[src/design/pacc_defs.vh]
// Constants for the proximity and ambient channel configuration block.
// Assumes inclusion by the single design file; holds definitions only.
`ifndef PACC_DEFS_VH
`define PACC_DEFS_VH

// ----------------------------------------------------------------------
// Register indices (byte address is four times the index)
// ----------------------------------------------------------------------
`define PACC_IDX_PROX3_EMITTER_MASK  6'h03
`define PACC_IDX_PROX_ALIGN          6'h05
`define PACC_IDX_AMBIENT_ALIGN       6'h06
`define PACC_IDX_PROX1_INPUT_SELECT  6'h07
`define PACC_IDX_PROX2_INPUT_SELECT  6'h08
`define PACC_IDX_PROX3_INPUT_SELECT  6'h09
`define PACC_IDX_PROX_MODE           6'h20
`define PACC_IDX_STATUS              6'h21
`define PACC_IDX_LAST_RESULT         6'h22

// ----------------------------------------------------------------------
// Reset values and writable-bit masks
// ----------------------------------------------------------------------
`define PACC_RST_EMITTER_MASK  8'h04
`define PACC_RST_ALIGN         8'h00
`define PACC_RST_INPUT_SELECT  8'h03
`define PACC_RST_PROX_MODE     8'h01
`define PACC_MSK_EMITTER_MASK  8'h07
`define PACC_MSK_PROX_ALIGN    8'h70
`define PACC_MSK_AMB_ALIGN     8'h30
`define PACC_MSK_PROX_MODE     8'h01

// ----------------------------------------------------------------------
// Field positions
// ----------------------------------------------------------------------
`define PACC_BIT_PROX3_ALIGN  6
`define PACC_BIT_PROX2_ALIGN  5
`define PACC_BIT_PROX1_ALIGN  4
`define PACC_BIT_AMB_BIT5     5
`define PACC_BIT_AMB_BIT4     4

// ----------------------------------------------------------------------
// Measurement channel identifiers
// ----------------------------------------------------------------------
`define PACC_CH_PROX1    3'h0
`define PACC_CH_PROX2    3'h1
`define PACC_CH_PROX3    3'h2
`define PACC_CH_AMB_VIS  3'h3
`define PACC_CH_AMB_IR   3'h4

// ----------------------------------------------------------------------
// Converter input selector codes
// ----------------------------------------------------------------------
`define PACC_SEL_SMALL_IR  8'h00
`define PACC_SEL_VISIBLE   8'h02
`define PACC_SEL_LARGE_IR  8'h03
`define PACC_SEL_NO_DIODE  8'h06
`define PACC_SEL_GROUND    8'h25
`define PACC_SEL_TEMP      8'h65
`define PACC_SEL_SUPPLY    8'h75

// ----------------------------------------------------------------------
// Bus responses
// ----------------------------------------------------------------------
`define PACC_RESP_OKAY    2'h0
`define PACC_RESP_SLVERR  2'h2

`endif

[src/design/pacc_channel_config.v]
// Configuration and result alignment for three proximity and two ambient channels.
// Assumes an AXI4-Lite master on aclk and a measurement sequencer on the same clock.
//
// Functional notes
// - third channel mask bits select emitters one..three
// - any mask combination drives selected emitters together
// - third emitter mask resets to 0x04
// - bit 6 picks low 16 bits, third result
// - bit 5 picks low 16 bits, second result
// - bit 4 picks low 16 bits, first result
// - ambient bit 5 aligns the visible measurement
// - ambient bit 4 aligns the infrared measurement
// - first selector routes source, resets to 0x03
// - normal mode allows only 0x03 and 0x00
// - raw mode disables emitters, raw conversions
// - raw mode adds 0x02, 0x06, 0x25
// - raw mode adds 0x65 and 0x75
// - second selector mirrors first selector behaviour
// - third selector mirrors first, resets 0x03
//
// The implementer's own choice: the AXI4-Lite slave port.
`timescale 1ns/10ps
`include "pacc_defs.vh"

module pacc_channel_config
(
  input  wire        aclk,
  input  wire        aresetn,
  input  wire [7:0]  s_axi_awaddr,
  input  wire        s_axi_awvalid,
  output reg         s_axi_awready,
  input  wire [31:0] s_axi_wdata,
  input  wire [3:0]  s_axi_wstrb,
  input  wire        s_axi_wvalid,
  output reg         s_axi_wready,
  output reg  [1:0]  s_axi_bresp,
  output reg         s_axi_bvalid,
  input  wire        s_axi_bready,
  input  wire [7:0]  s_axi_araddr,
  input  wire        s_axi_arvalid,
  output reg         s_axi_arready,
  output reg  [31:0] s_axi_rdata,
  output reg  [1:0]  s_axi_rresp,
  output reg         s_axi_rvalid,
  input  wire        s_axi_rready,
  input  wire        meas_start,
  input  wire [2:0]  meas_channel,
  input  wire        conv_done,
  input  wire [16:0] conv_sample,
  output reg         meas_active,
  output reg  [2:0]  emitter_drive,
  output reg  [7:0]  adc_input_code,
  output reg         raw_conversion,
  output reg         input_code_legal,
  output reg  [15:0] result_data,
  output reg  [2:0]  result_channel,
  output reg         result_valid
);

  // ----------------------------------------------------------------------
  // Configuration registers
  // ----------------------------------------------------------------------
  reg  [2:0]  third_prox_emitter_mask;
  reg  [7:0]  prox_alignment_entry;
  reg  [7:0]  ambient_alignment_entry;
  reg  [7:0]  first_prox_input_selector;
  reg  [7:0]  second_prox_input_selector;
  reg  [7:0]  third_prox_input_selector;
  reg         proximity_normal_mode_bit;
  reg  [2:0]  active_channel;
  reg         code_illegal_seen;

  // Byte-wide constants seen through their narrow register widths.
  localparam [7:0] EMITTER_RST_BYTE = `PACC_RST_EMITTER_MASK;
  localparam [7:0] EMITTER_MSK_BYTE = `PACC_MSK_EMITTER_MASK;
  localparam [7:0] MODE_RST_BYTE    = `PACC_RST_PROX_MODE;

  // Write channel holding state.
  reg         aw_held;
  reg  [5:0]  aw_index;
  reg         w_held;
  reg  [7:0]  w_byte;
  reg         w_lane0;

  wire        aw_take   = s_axi_awvalid & s_axi_awready;
  wire        w_take    = s_axi_wvalid & s_axi_wready;
  wire        have_aw   = aw_held | aw_take;
  wire        have_w    = w_held | w_take;
  wire [5:0]  wr_index  = aw_held ? aw_index : s_axi_awaddr[7:2];
  wire [7:0]  wr_byte   = w_held ? w_byte : s_axi_wdata[7:0];
  wire        wr_lane0  = w_held ? w_lane0 : s_axi_wstrb[0];
  wire        wr_fire   = have_aw & have_w & ~s_axi_bvalid;
  wire        wr_en     = wr_fire & wr_lane0;

  // Selector code legality in the current mode.
  function code_ok;
    input [7:0] code;
    input       normal;
    begin
      code_ok = (code == `PACC_SEL_LARGE_IR) || (code == `PACC_SEL_SMALL_IR);
      if (!normal)
      begin
        code_ok = code_ok || (code == `PACC_SEL_VISIBLE)
                  || (code == `PACC_SEL_NO_DIODE)
                  || (code == `PACC_SEL_GROUND);
        code_ok = code_ok || (code == `PACC_SEL_TEMP)
                  || (code == `PACC_SEL_SUPPLY);
      end
    end
  endfunction

  // ----------------------------------------------------------------------
  // AXI4-Lite write path
  // ----------------------------------------------------------------------
  // Address and data are taken in either order; the response follows both.
  always @(posedge aclk)
  begin
    if (!aresetn)
    begin
      s_axi_awready <= 1'b0;
      s_axi_wready  <= 1'b0;
      s_axi_bvalid  <= 1'b0;
      s_axi_bresp   <= `PACC_RESP_OKAY;
      aw_held       <= 1'b0;
      aw_index      <= 6'h00;
      w_held        <= 1'b0;
      w_byte        <= 8'h00;
      w_lane0       <= 1'b0;
    end
    else
    begin
      s_axi_awready <= ~have_aw & ~s_axi_bvalid;
      s_axi_wready  <= ~have_w & ~s_axi_bvalid;
      if (aw_take)
      begin
        aw_index <= s_axi_awaddr[7:2];
      end
      if (w_take)
      begin
        w_byte  <= s_axi_wdata[7:0];
        w_lane0 <= s_axi_wstrb[0];
      end
      aw_held <= have_aw & ~wr_fire;
      w_held  <= have_w & ~wr_fire;
      if (wr_fire)
      begin
        s_axi_awready <= 1'b0;
        s_axi_wready  <= 1'b0;
        s_axi_bvalid  <= 1'b1;
        if ((wr_index == `PACC_IDX_PROX3_EMITTER_MASK) ||
            (wr_index == `PACC_IDX_PROX_ALIGN) ||
            (wr_index == `PACC_IDX_AMBIENT_ALIGN) ||
            (wr_index == `PACC_IDX_PROX1_INPUT_SELECT) ||
            (wr_index == `PACC_IDX_PROX2_INPUT_SELECT) ||
            (wr_index == `PACC_IDX_PROX3_INPUT_SELECT) ||
            (wr_index == `PACC_IDX_PROX_MODE) ||
            (wr_index == `PACC_IDX_STATUS))
          s_axi_bresp <= `PACC_RESP_OKAY;
        else
          s_axi_bresp <= `PACC_RESP_SLVERR;
      end
      else if (s_axi_bvalid && s_axi_bready)
      begin
        s_axi_bvalid  <= 1'b0;
        s_axi_awready <= 1'b1;
        s_axi_wready  <= 1'b1;
      end
    end
  end

  // ----------------------------------------------------------------------
  // Register storage
  // ----------------------------------------------------------------------
  // Reserved bits are dropped on write and read back as zero.
  always @(posedge aclk)
  begin
    if (!aresetn)
    begin
      third_prox_emitter_mask    <= EMITTER_RST_BYTE[2:0];
      prox_alignment_entry       <= `PACC_RST_ALIGN;
      ambient_alignment_entry    <= `PACC_RST_ALIGN;
      first_prox_input_selector  <= `PACC_RST_INPUT_SELECT;
      second_prox_input_selector <= `PACC_RST_INPUT_SELECT;
      third_prox_input_selector  <= `PACC_RST_INPUT_SELECT;
      proximity_normal_mode_bit  <= MODE_RST_BYTE[0];
    end
    else if (wr_en)
    begin
      if (wr_index == `PACC_IDX_PROX3_EMITTER_MASK)
        third_prox_emitter_mask <= wr_byte[2:0] & EMITTER_MSK_BYTE[2:0];
      else if (wr_index == `PACC_IDX_PROX_ALIGN)
        prox_alignment_entry <= wr_byte & `PACC_MSK_PROX_ALIGN;
      else if (wr_index == `PACC_IDX_AMBIENT_ALIGN)
        ambient_alignment_entry <= wr_byte & `PACC_MSK_AMB_ALIGN;
      else if (wr_index == `PACC_IDX_PROX1_INPUT_SELECT)
        first_prox_input_selector <= wr_byte;
      else if (wr_index == `PACC_IDX_PROX2_INPUT_SELECT)
        second_prox_input_selector <= wr_byte;
      else if (wr_index == `PACC_IDX_PROX3_INPUT_SELECT)
        third_prox_input_selector <= wr_byte;
      else if (wr_index == `PACC_IDX_PROX_MODE)
        proximity_normal_mode_bit <= wr_byte[0];
    end
  end

  // ----------------------------------------------------------------------
  // AXI4-Lite read path
  // ----------------------------------------------------------------------
  // Read data is formed from the word index at the address handshake.
  wire [5:0]  rd_index = s_axi_araddr[7:2];

  always @(posedge aclk)
  begin
    if (!aresetn)
    begin
      s_axi_arready <= 1'b0;
      s_axi_rvalid  <= 1'b0;
      s_axi_rdata   <= 32'h00000000;
      s_axi_rresp   <= `PACC_RESP_OKAY;
    end
    else if (s_axi_arvalid && s_axi_arready)
    begin
      s_axi_arready <= 1'b0;
      s_axi_rvalid  <= 1'b1;
      s_axi_rresp   <= `PACC_RESP_OKAY;
      if (rd_index == `PACC_IDX_PROX3_EMITTER_MASK)
        s_axi_rdata <= {29'h00000000, third_prox_emitter_mask};
      else if (rd_index == `PACC_IDX_PROX_ALIGN)
        s_axi_rdata <= {24'h000000, prox_alignment_entry};
      else if (rd_index == `PACC_IDX_AMBIENT_ALIGN)
        s_axi_rdata <= {24'h000000, ambient_alignment_entry};
      else if (rd_index == `PACC_IDX_PROX1_INPUT_SELECT)
        s_axi_rdata <= {24'h000000, first_prox_input_selector};
      else if (rd_index == `PACC_IDX_PROX2_INPUT_SELECT)
        s_axi_rdata <= {24'h000000, second_prox_input_selector};
      else if (rd_index == `PACC_IDX_PROX3_INPUT_SELECT)
        s_axi_rdata <= {24'h000000, third_prox_input_selector};
      else if (rd_index == `PACC_IDX_PROX_MODE)
        s_axi_rdata <= {31'h00000000, proximity_normal_mode_bit};
      else if (rd_index == `PACC_IDX_STATUS)
        s_axi_rdata <= {27'h0000000, code_illegal_seen, active_channel, meas_active};
      else if (rd_index == `PACC_IDX_LAST_RESULT)
        s_axi_rdata <= {13'h0000, result_channel, result_data};
      else
      begin
        s_axi_rdata <= 32'h00000000;
        s_axi_rresp <= `PACC_RESP_SLVERR;
      end
    end
    else if (s_axi_rvalid && s_axi_rready)
    begin
      s_axi_rvalid  <= 1'b0;
      s_axi_arready <= 1'b1;
    end
    else
      s_axi_arready <= ~s_axi_rvalid;
  end

  // ----------------------------------------------------------------------
  // Measurement setup
  // ----------------------------------------------------------------------
  // Per-channel selector and emitter choice for a starting measurement.
  reg  [7:0]  next_code;
  reg  [2:0]  next_drive;
  reg         next_prox;

  always @*
  begin
    next_code  = `PACC_SEL_LARGE_IR;
    next_drive = 3'h0;
    next_prox  = 1'b1;
    case (meas_channel)
      `PACC_CH_PROX1: next_code = first_prox_input_selector;
      `PACC_CH_PROX2: next_code = second_prox_input_selector;
      `PACC_CH_PROX3:
      begin
        next_code  = third_prox_input_selector;
        next_drive = third_prox_emitter_mask;
      end
      default: next_prox = 1'b0;
    endcase
    if (!proximity_normal_mode_bit)
      next_drive = 3'h0;
  end

  // Drive outputs for the measurement until its conversion completes.
  always @(posedge aclk)
  begin
    if (!aresetn)
    begin
      meas_active       <= 1'b0;
      active_channel    <= `PACC_CH_PROX1;
      emitter_drive     <= 3'h0;
      adc_input_code    <= `PACC_RST_INPUT_SELECT;
      raw_conversion    <= 1'b0;
      input_code_legal  <= 1'b1;
    end
    else if (meas_start && !meas_active)
    begin
      meas_active      <= 1'b1;
      active_channel   <= meas_channel;
      emitter_drive    <= next_drive;
      adc_input_code   <= next_code;
      raw_conversion   <= next_prox & ~proximity_normal_mode_bit;
      input_code_legal <= ~next_prox | code_ok(next_code, proximity_normal_mode_bit);
    end
    else if (conv_done && meas_active)
    begin
      meas_active   <= 1'b0;
      emitter_drive <= 3'h0;
    end
  end

  // Sticky illegal-code flag; a flagged start beats a clear in the same cycle.
  always @(posedge aclk)
  begin
    if (!aresetn)
      code_illegal_seen <= 1'b0;
    else if (meas_start && !meas_active && next_prox &&
             !code_ok(next_code, proximity_normal_mode_bit))
      code_illegal_seen <= 1'b1;
    else if (wr_en && wr_index == `PACC_IDX_STATUS && wr_byte[4])
      code_illegal_seen <= 1'b0;
  end

  // ----------------------------------------------------------------------
  // Result alignment
  // ----------------------------------------------------------------------
  // Pick the low or high sixteen of the seventeen converter bits.
  reg         low_sel;

  always @*
  begin
    low_sel = 1'b0;
    case (active_channel)
      `PACC_CH_PROX1:   low_sel = prox_alignment_entry[`PACC_BIT_PROX1_ALIGN];
      `PACC_CH_PROX2:   low_sel = prox_alignment_entry[`PACC_BIT_PROX2_ALIGN];
      `PACC_CH_PROX3:   low_sel = prox_alignment_entry[`PACC_BIT_PROX3_ALIGN];
      `PACC_CH_AMB_VIS: low_sel = ambient_alignment_entry[`PACC_BIT_AMB_BIT5];
      `PACC_CH_AMB_IR:  low_sel = ambient_alignment_entry[`PACC_BIT_AMB_BIT4];
      default:          low_sel = 1'b0;
    endcase
  end

  // Capture the aligned result as a one-cycle valid pulse.
  always @(posedge aclk)
  begin
    if (!aresetn)
    begin
      result_data    <= 16'h0000;
      result_channel <= `PACC_CH_PROX1;
      result_valid   <= 1'b0;
    end
    else
    begin
      result_valid <= conv_done & meas_active;
      if (conv_done && meas_active)
      begin
        result_data    <= low_sel ? conv_sample[15:0] : conv_sample[16:1];
        result_channel <= active_channel;
      end
    end
  end

endmodule

[config.mk]
export PLATFORM = sky130hd
export DESIGN_NAME = pacc_channel_config
export DESIGN_NICKNAME = d
export VERILOG_FILES = /design/src/design/pacc_channel_config.v
export VERILOG_INCLUDE_DIRS = /design/src /design/src/design
export SDC_FILE = /design/constraint.sdc
export NUM_CORES = 1
export LEC_CHECK = 0
export BUFFER_PORTS_ARGS = -buffer_cell sky130_fd_sc_hd__buf_2
export CAP_MARGIN = 20
export CORE_MARGIN = 2
export CORE_UTILIZATION = 36
export CTS_CLUSTER_SIZE = 24
export DETAILED_ROUTE_END_ITERATION = 16
export REMOVE_ABC_BUFFERS = 1
export SLEW_MARGIN = 20
export SYNTH_ARGS = -nofsm -noshare
export SYNTH_HDL_FRONTEND = slang
export SYNTH_SLANG_ARGS = --single-unit
[constraint.sdc]
create_clock -name aclk -period 2.28 [get_ports aclk]
set_input_delay 0.114 -clock aclk [delete_from_list [all_inputs] [get_ports aclk]]
set_output_delay 0.114 -clock aclk [all_outputs]
set_load 0.01 [all_outputs]
# Word-level counts from Yosys, hierarchy flattened
# Index checks and enable logic that the tools add are counted.
# W data, S select, Z words.
dict set report totals {
  out_inout_bits 75
  input_bits 81
  ff_bits 129
  elab_cells 173
}
dict set report op_classes {
  reduce_logical 41
  n_bitwise 28
  n_mux 45
  n_eq_ne 29
}
# cell count
set op_table {}
lappend op_table {{$mux W19} 9}
lappend op_table {{$eq A6 B3 Y1 const B} 6}
lappend op_table {{$eq A6 B6 Y1 const B} 5}
lappend op_table {{$eq A6 B4 Y1 const B} 4}
lappend op_table {{$pmux W8 S3} 1}
lappend op_table {{$mux W2} 10}
lappend op_table {{$mux W1} 17}
lappend op_table {{$eq A8 B2 Y1 const B} 2}
lappend op_table {{$eq A8 B7 Y1 const B} 2}
lappend op_table {{$mux W16} 1}
lappend op_table {{$not A1 Y1} 14}
lappend op_table {{$logic_or A1 B1 Y1} 13}
lappend op_table {{$eq A6 B2 Y1 const B} 2}
lappend op_table {{$mux W3} 4}
lappend op_table {{$and A1 B1 Y1} 11}
lappend op_table {{$eq A3 B2 Y1 const B} 3}
lappend op_table {{$logic_and A1 B1 Y1} 9}
lappend op_table {{$eq A8 B3 Y1 const B} 1}
lappend op_table {{$eq A8 B6 Y1 const B} 1}
lappend op_table {{$logic_not A8 Y1} 1}
lappend op_table {{$mux W8} 1}
lappend op_table {{$reduce_and A8 Y1} 1}
lappend op_table {{$reduce_bool A2 Y1} 4}
lappend op_table {{$reduce_and A7 Y1} 1}
lappend op_table {{14 further kinds} 20}

# Logic depth before layout (Yosys ltp)
dict set report depth {
  word_depth 14
  mapped_depth 8
}

# Worst setup path after synthesis
# OpenSTA, ideal clock, no wires.
dict set report synth_timing {
  path_kind {register to register}
  startpoint {register s_axi_awready}
  endpoint {register second_prox_input_selector[0]}
  synth_period_minus_slack_ps 1899
  path_slack_ps 381
  path_stages_with_launch 9
  t_arrival_ps 1769
  path_buffers 2
  required_time_ps 2150
  path_cell_list {dfxtp_1 > buf_2 > a21oi_1 > nor4_2 > a21boi_2 > and3b_1 > buf_4 > mux2i_1 > nand2_1}
}
dict set report synth_between {
  elab_chain_cells 6
}
# item line_no
set synth_lines {}
lappend synth_lines {{start, declared} pacc_channel_config.v:31} ;# output reg s_axi_awready,
lappend synth_lines {{start signal, assigned} pacc_channel_config.v:132} ;# s_axi_awready <= ~have_aw & ~s_axi_bvalid;
lappend synth_lines {{$and A1 B1 Y1} pacc_channel_config.v:85} ;# wire aw_take = s_axi_awvalid & s_axi_awready;
lappend synth_lines {{$or A1 B1 Y1} pacc_channel_config.v:87} ;# wire have_aw = aw_held | aw_take;
lappend synth_lines {{$and A1 B1 Y1 (2 in a row)} pacc_channel_config.v:92} ;# wire wr_fire = have_aw & have_w & ~s_axi_bvalid;
lappend synth_lines {{$and A1 B1 Y1} pacc_channel_config.v:93} ;# wire wr_en = wr_fire & wr_lane0;
lappend synth_lines {{$reduce_and A6 Y1 (no source line)} -}
lappend synth_lines {{end signal, assigned} pacc_channel_config.v:183} ;# second_prox_input_selector <= `PACC_RST_INPUT_SELECT;
lappend synth_lines {{end signal, assigned} pacc_channel_config.v:198} ;# second_prox_input_selector <= wr_byte;
lappend synth_lines {{end, declared} pacc_channel_config.v:67} ;# reg [7:0] second_prox_input_selector;
# No other way between the ends.
# A chain may end at the register's enable or synchronous reset.

# Final worst setup path
dict set report layout_timing {
  startpoint {register w_held}
  endpoint {register first_prox_input_selector[0]}
}
dict set report layout_between {
  elab_chain_cells 5
  elab_cells_between_ends 7
  classes_between {mux (2); bitwise (4); reduce/logical (1)}
}
# item line_no
set layout_lines {}
lappend layout_lines {{start, declared} pacc_channel_config.v:81} ;# reg w_held;
lappend layout_lines {{start signal, assigned} pacc_channel_config.v:144} ;# w_held <= have_w & ~wr_fire;
lappend layout_lines {{$or A1 B1 Y1} pacc_channel_config.v:88} ;# wire have_w = w_held | w_take;
lappend layout_lines {{$and A1 B1 Y1 (2 in a row)} pacc_channel_config.v:92}
lappend layout_lines {{$and A1 B1 Y1} pacc_channel_config.v:93}
lappend layout_lines {{$reduce_and A5 Y1 (no source line)} -}
lappend layout_lines {{end signal, assigned} pacc_channel_config.v:182} ;# first_prox_input_selector <= `PACC_RST_INPUT_SELECT;
lappend layout_lines {{end signal, assigned} pacc_channel_config.v:196} ;# first_prox_input_selector <= wr_byte;
lappend layout_lines {{end, declared} pacc_channel_config.v:66} ;# reg [7:0] first_prox_input_selector;
# Several ways; a longest one is shown, not always the timed one.

==> results.md <==
- Minimum setup slack after placement: about 0.21 ns
- Area contributors post-synth: dfxtp_1 42%, mux2i_1 9.5%, nand2_1 7.3%
- Register area share after synthesis: roughly two fifths
- Initial antenna violation count: 0
- RSZ-0062 raised after global routing: false
- Max frequency: slightly below 500 MHz
- Share of cells above drive strength 1: 23.4%
- Leading area contributor after synthesis: dfxtp_1
- Worst endpoint data arrival time: 2.35 ns
- CTS buffer count: 17
- Largest net degree at the start of global routing: 37
- Die area: approximately 0.016 sq mm
- Routed vias: ~5200
- Die X: ~130 um
- Clock root cell: clkbuf_16
- Initial Utilization: between 30 and 40%
- Antenna Nets Post-Route: 0
- Cell area after synthesis: between 0.005 and 0.006 sq mm
- Pre-antenna DRT Iters: 5
- Worst Setup End Kind: register
- Setup_tns: 0 ns
- Routed wire length per instance: roughly 16 um
- #FFs+latches synth: about 110
- Peak VDD IR: around 530 uV
- Required @ worst endpoint: 2.57 ns
- Leak Pwr: about 2.9 nW
- Most frequent cell after synthesis: dfxtp_1
- Power Total: between 0.005 and 0.006 W
- CTS tree: done
- Most instantiated cells after synthesis: 114 x dfxtp_1, 107 x nand2_1, 52 x a21oi_1, 52 x mux2i_1, 40 x o21ai_0
- Synth unique cells: 60
- Tcrit/Tclk final: 90.5%
- Setup bufs post-CTS: 0
- Via count of the first global-routing pass: 5004
- Worst Tran Pin Value: between 0.7 and 0.8 ns
- Final wirelength: roughly 15 mm
- CORE AREA: ~0.015 sq mm
- Drt drc: 0
- Worst setup SP type: register
- Area growth syn-to-layout: 25.9%
- Worst setup margin: 0.217 ns
- Initial DRC Count: approximately 330
- Die H: between 100 and 150 um
- Final Critical Period: 2.06 ns
- Final HPWL DP: about 11 mm
- Final Max Slew Viols: 0
- Row cnt: 45
- Grt total ovfl: 0
- Pwr dens: between 700 and 800 mW/mm^2
- GRT Util Overall: between 10% and 20%
- Max_slew headroom: about half
- MaxCap Viol Count: 0
- Final hold vios: 0
- Synth Instances: approximately 640
- Status: finished, final reports clean
- Syn avg cell area: between 8 and 9 sq um
- Ys flop type: dfxtp_1
- Fin util: roughly 46%
- Clock sinks: roughly 110
- Clk_skew: approximately 0.0069 ns
- Final setup fails: 0
- Vias per cell: 5.38
- RePlAce Congestion: 0.912
- CP max FO: 10
- Worst hold-check path type: in -> reg
- Antenna fix cells: 0
- EDFF count, synth: 0
- Clk_lat worst skew: about 0.42 ns
- Fillers: roughly 1500
- Yosys warns: 0
- Top Ports: 156
- Post-synth top area share: between 40% and 50%
- Fin nets: between 800 and 900
- First-pass GRT wire length: about 25 mm
- Crit Path Category: reg -> reg
- Async set-reset flop share out of synthesis: 0%
- H-Tree Depth: 4
- Maximum buffer depth of the clock tree: 2
- Port Buffers: about 110
- Worst-path clk slew: roughly 0.050 ns
- Placed Area: 0.00606 sq mm
- Fin area: approximately 0.007 sq mm
[worst paths after layout]
path | from | to | slack, ns | depth (start not counted)
setup / recovery | w_held | first_prox_input_selector[0] | 0.22 | 6
hold / removal | conv_sample[8] | result_data[7] | 0.02 | 3
setup reg to reg | w_held | first_prox_input_selector[0] | 0.22 | 6
hold reg to reg | w_byte[6] | w_byte[6] | 0.45 | 2
[worst max-delay path: stages, from the launching register on]
cell	delay (ns)
dfxtp_1	0.39
a21oi_1	0.10
nor4_2	0.36
a21boi_2	0.30
and3_1	0.48
mux2i_1	0.23
nand2_1	0.06
[what timing repair did]
| action | in CTS | in global routing |
|---|---|---|
| gates resized for setup | 0 | 1 |
| hold buffers | 21 | 0 |
| setup endpoints to repair | 0 | 1 |
| hold endpoints to repair | 21 | 0 |
[state kept, by name, indices dropped and copies added, names as in the netlist, 2 cells and up]
signal / count
third_prox_emitter_mask: 3
prox_alignment_entry: 3
result_data: 16
third_prox_input_selector: 8
second_prox_input_selector: 8
s_axi_rdata: 19
first_prox_input_selector: 8
ambient_alignment_entry: 2
emitter_drive: 3
aw_index: 6
w_byte: 8
active_channel: 3
adc_input_code: 8
result_channel: 3
[through the flow]
| stage | hold WS [ns] | instances |
|---|---|---|
| after floorplan | 0.176 | 592 |
| after global placement | 0.349 | 907 |
| after detailed placement | 0.364 | 907 |
| after CTS | 0.000698 | 958 |
| after global routing | 0.0194 | 958 |
| final | 0.0164 | 958 |
[report_power, final]
part / internal, W / switching [W]
sequential: 0.00205 / 0.0000456
clock: 0.00188 / 0.000880
combinational: 0.000200 / 0.000306
total: 0.00413 / 0.00123
[final cells by class]
cell class | instances | area, sq um | share of cell area [%]
Tap cell | 188 | 235 | 3.42
Inverter | 11 | 41.3 | 0.600
Clock inverter | 4 | 95.1 | 1.38
Sequential cell | 114 | 2280 | 33.2
Timing Repair Buffer | 148 | 891 | 12.9
Multi-Input combinational cell | 467 | 2820 | 41.0
Clock buffer | 26 | 519 | 7.54
[metal layers]
layer | up-vias | part of all wire, % | track usage [%]
met1 | 2422 | 44 | 24.4
met3 | 38 | 7.1 | 5.36
met5 | - | 0 | 0
li1 | 2478 | - | -
met2 | 219 | 46 | 31.5
met4 | 0 | 2.6 | 8.73
[cell usage in the layout, fill, tap and decap left out, types with 3 or more instances in the layout]
cell	synthesis	routed
nand3_1	35	35
o31ai_1	3	3
nand2_1	107	107
dfxtp_1	114	114
nor3_1	10	10
a32oi_1	4	4
clkbuf_16	0	17
inv_1	10	10
o21a_1	3	3
a22oi_1	6	6
a22o_1	5	5
buf_4	20	18
nor2_1	30	30
clkbuf_8	5	6
mux2_2	7	7
nor2b_1	11	11
a32o_1	4	4
buf_2	5	109
nand2b_1	9	9
conb_1	1	15
mux2i_1	52	52
dlygate4sd3_1	0	21
and2_1	4	4
a211oi_1	10	10
a31oi_1	13	13
a222oi_1	3	3
clkbuf_1	22	3
o21ai_0	40	40
bufinv_16	0	3
a21oi_1	52	52
nand3b_1	5	5
nor3b_1	6	6
[cells by family (layout without fill, tap and decap cells)]
kind of cell	count (synthesis)	in the layout	share of synthesized area (%)
other	1	15	0.0686
DFF	114	114	41.7
buffers and inverters	69	189	7.69
xor gates and xnor gates	2	2	0.320
AOI/OAI and AO/OA	156	156	17.9
muxes	61	61	11.8
and+or+nand+nor	233	233	20.5
No activity file was read; power rests on OpenSTA's default activity.
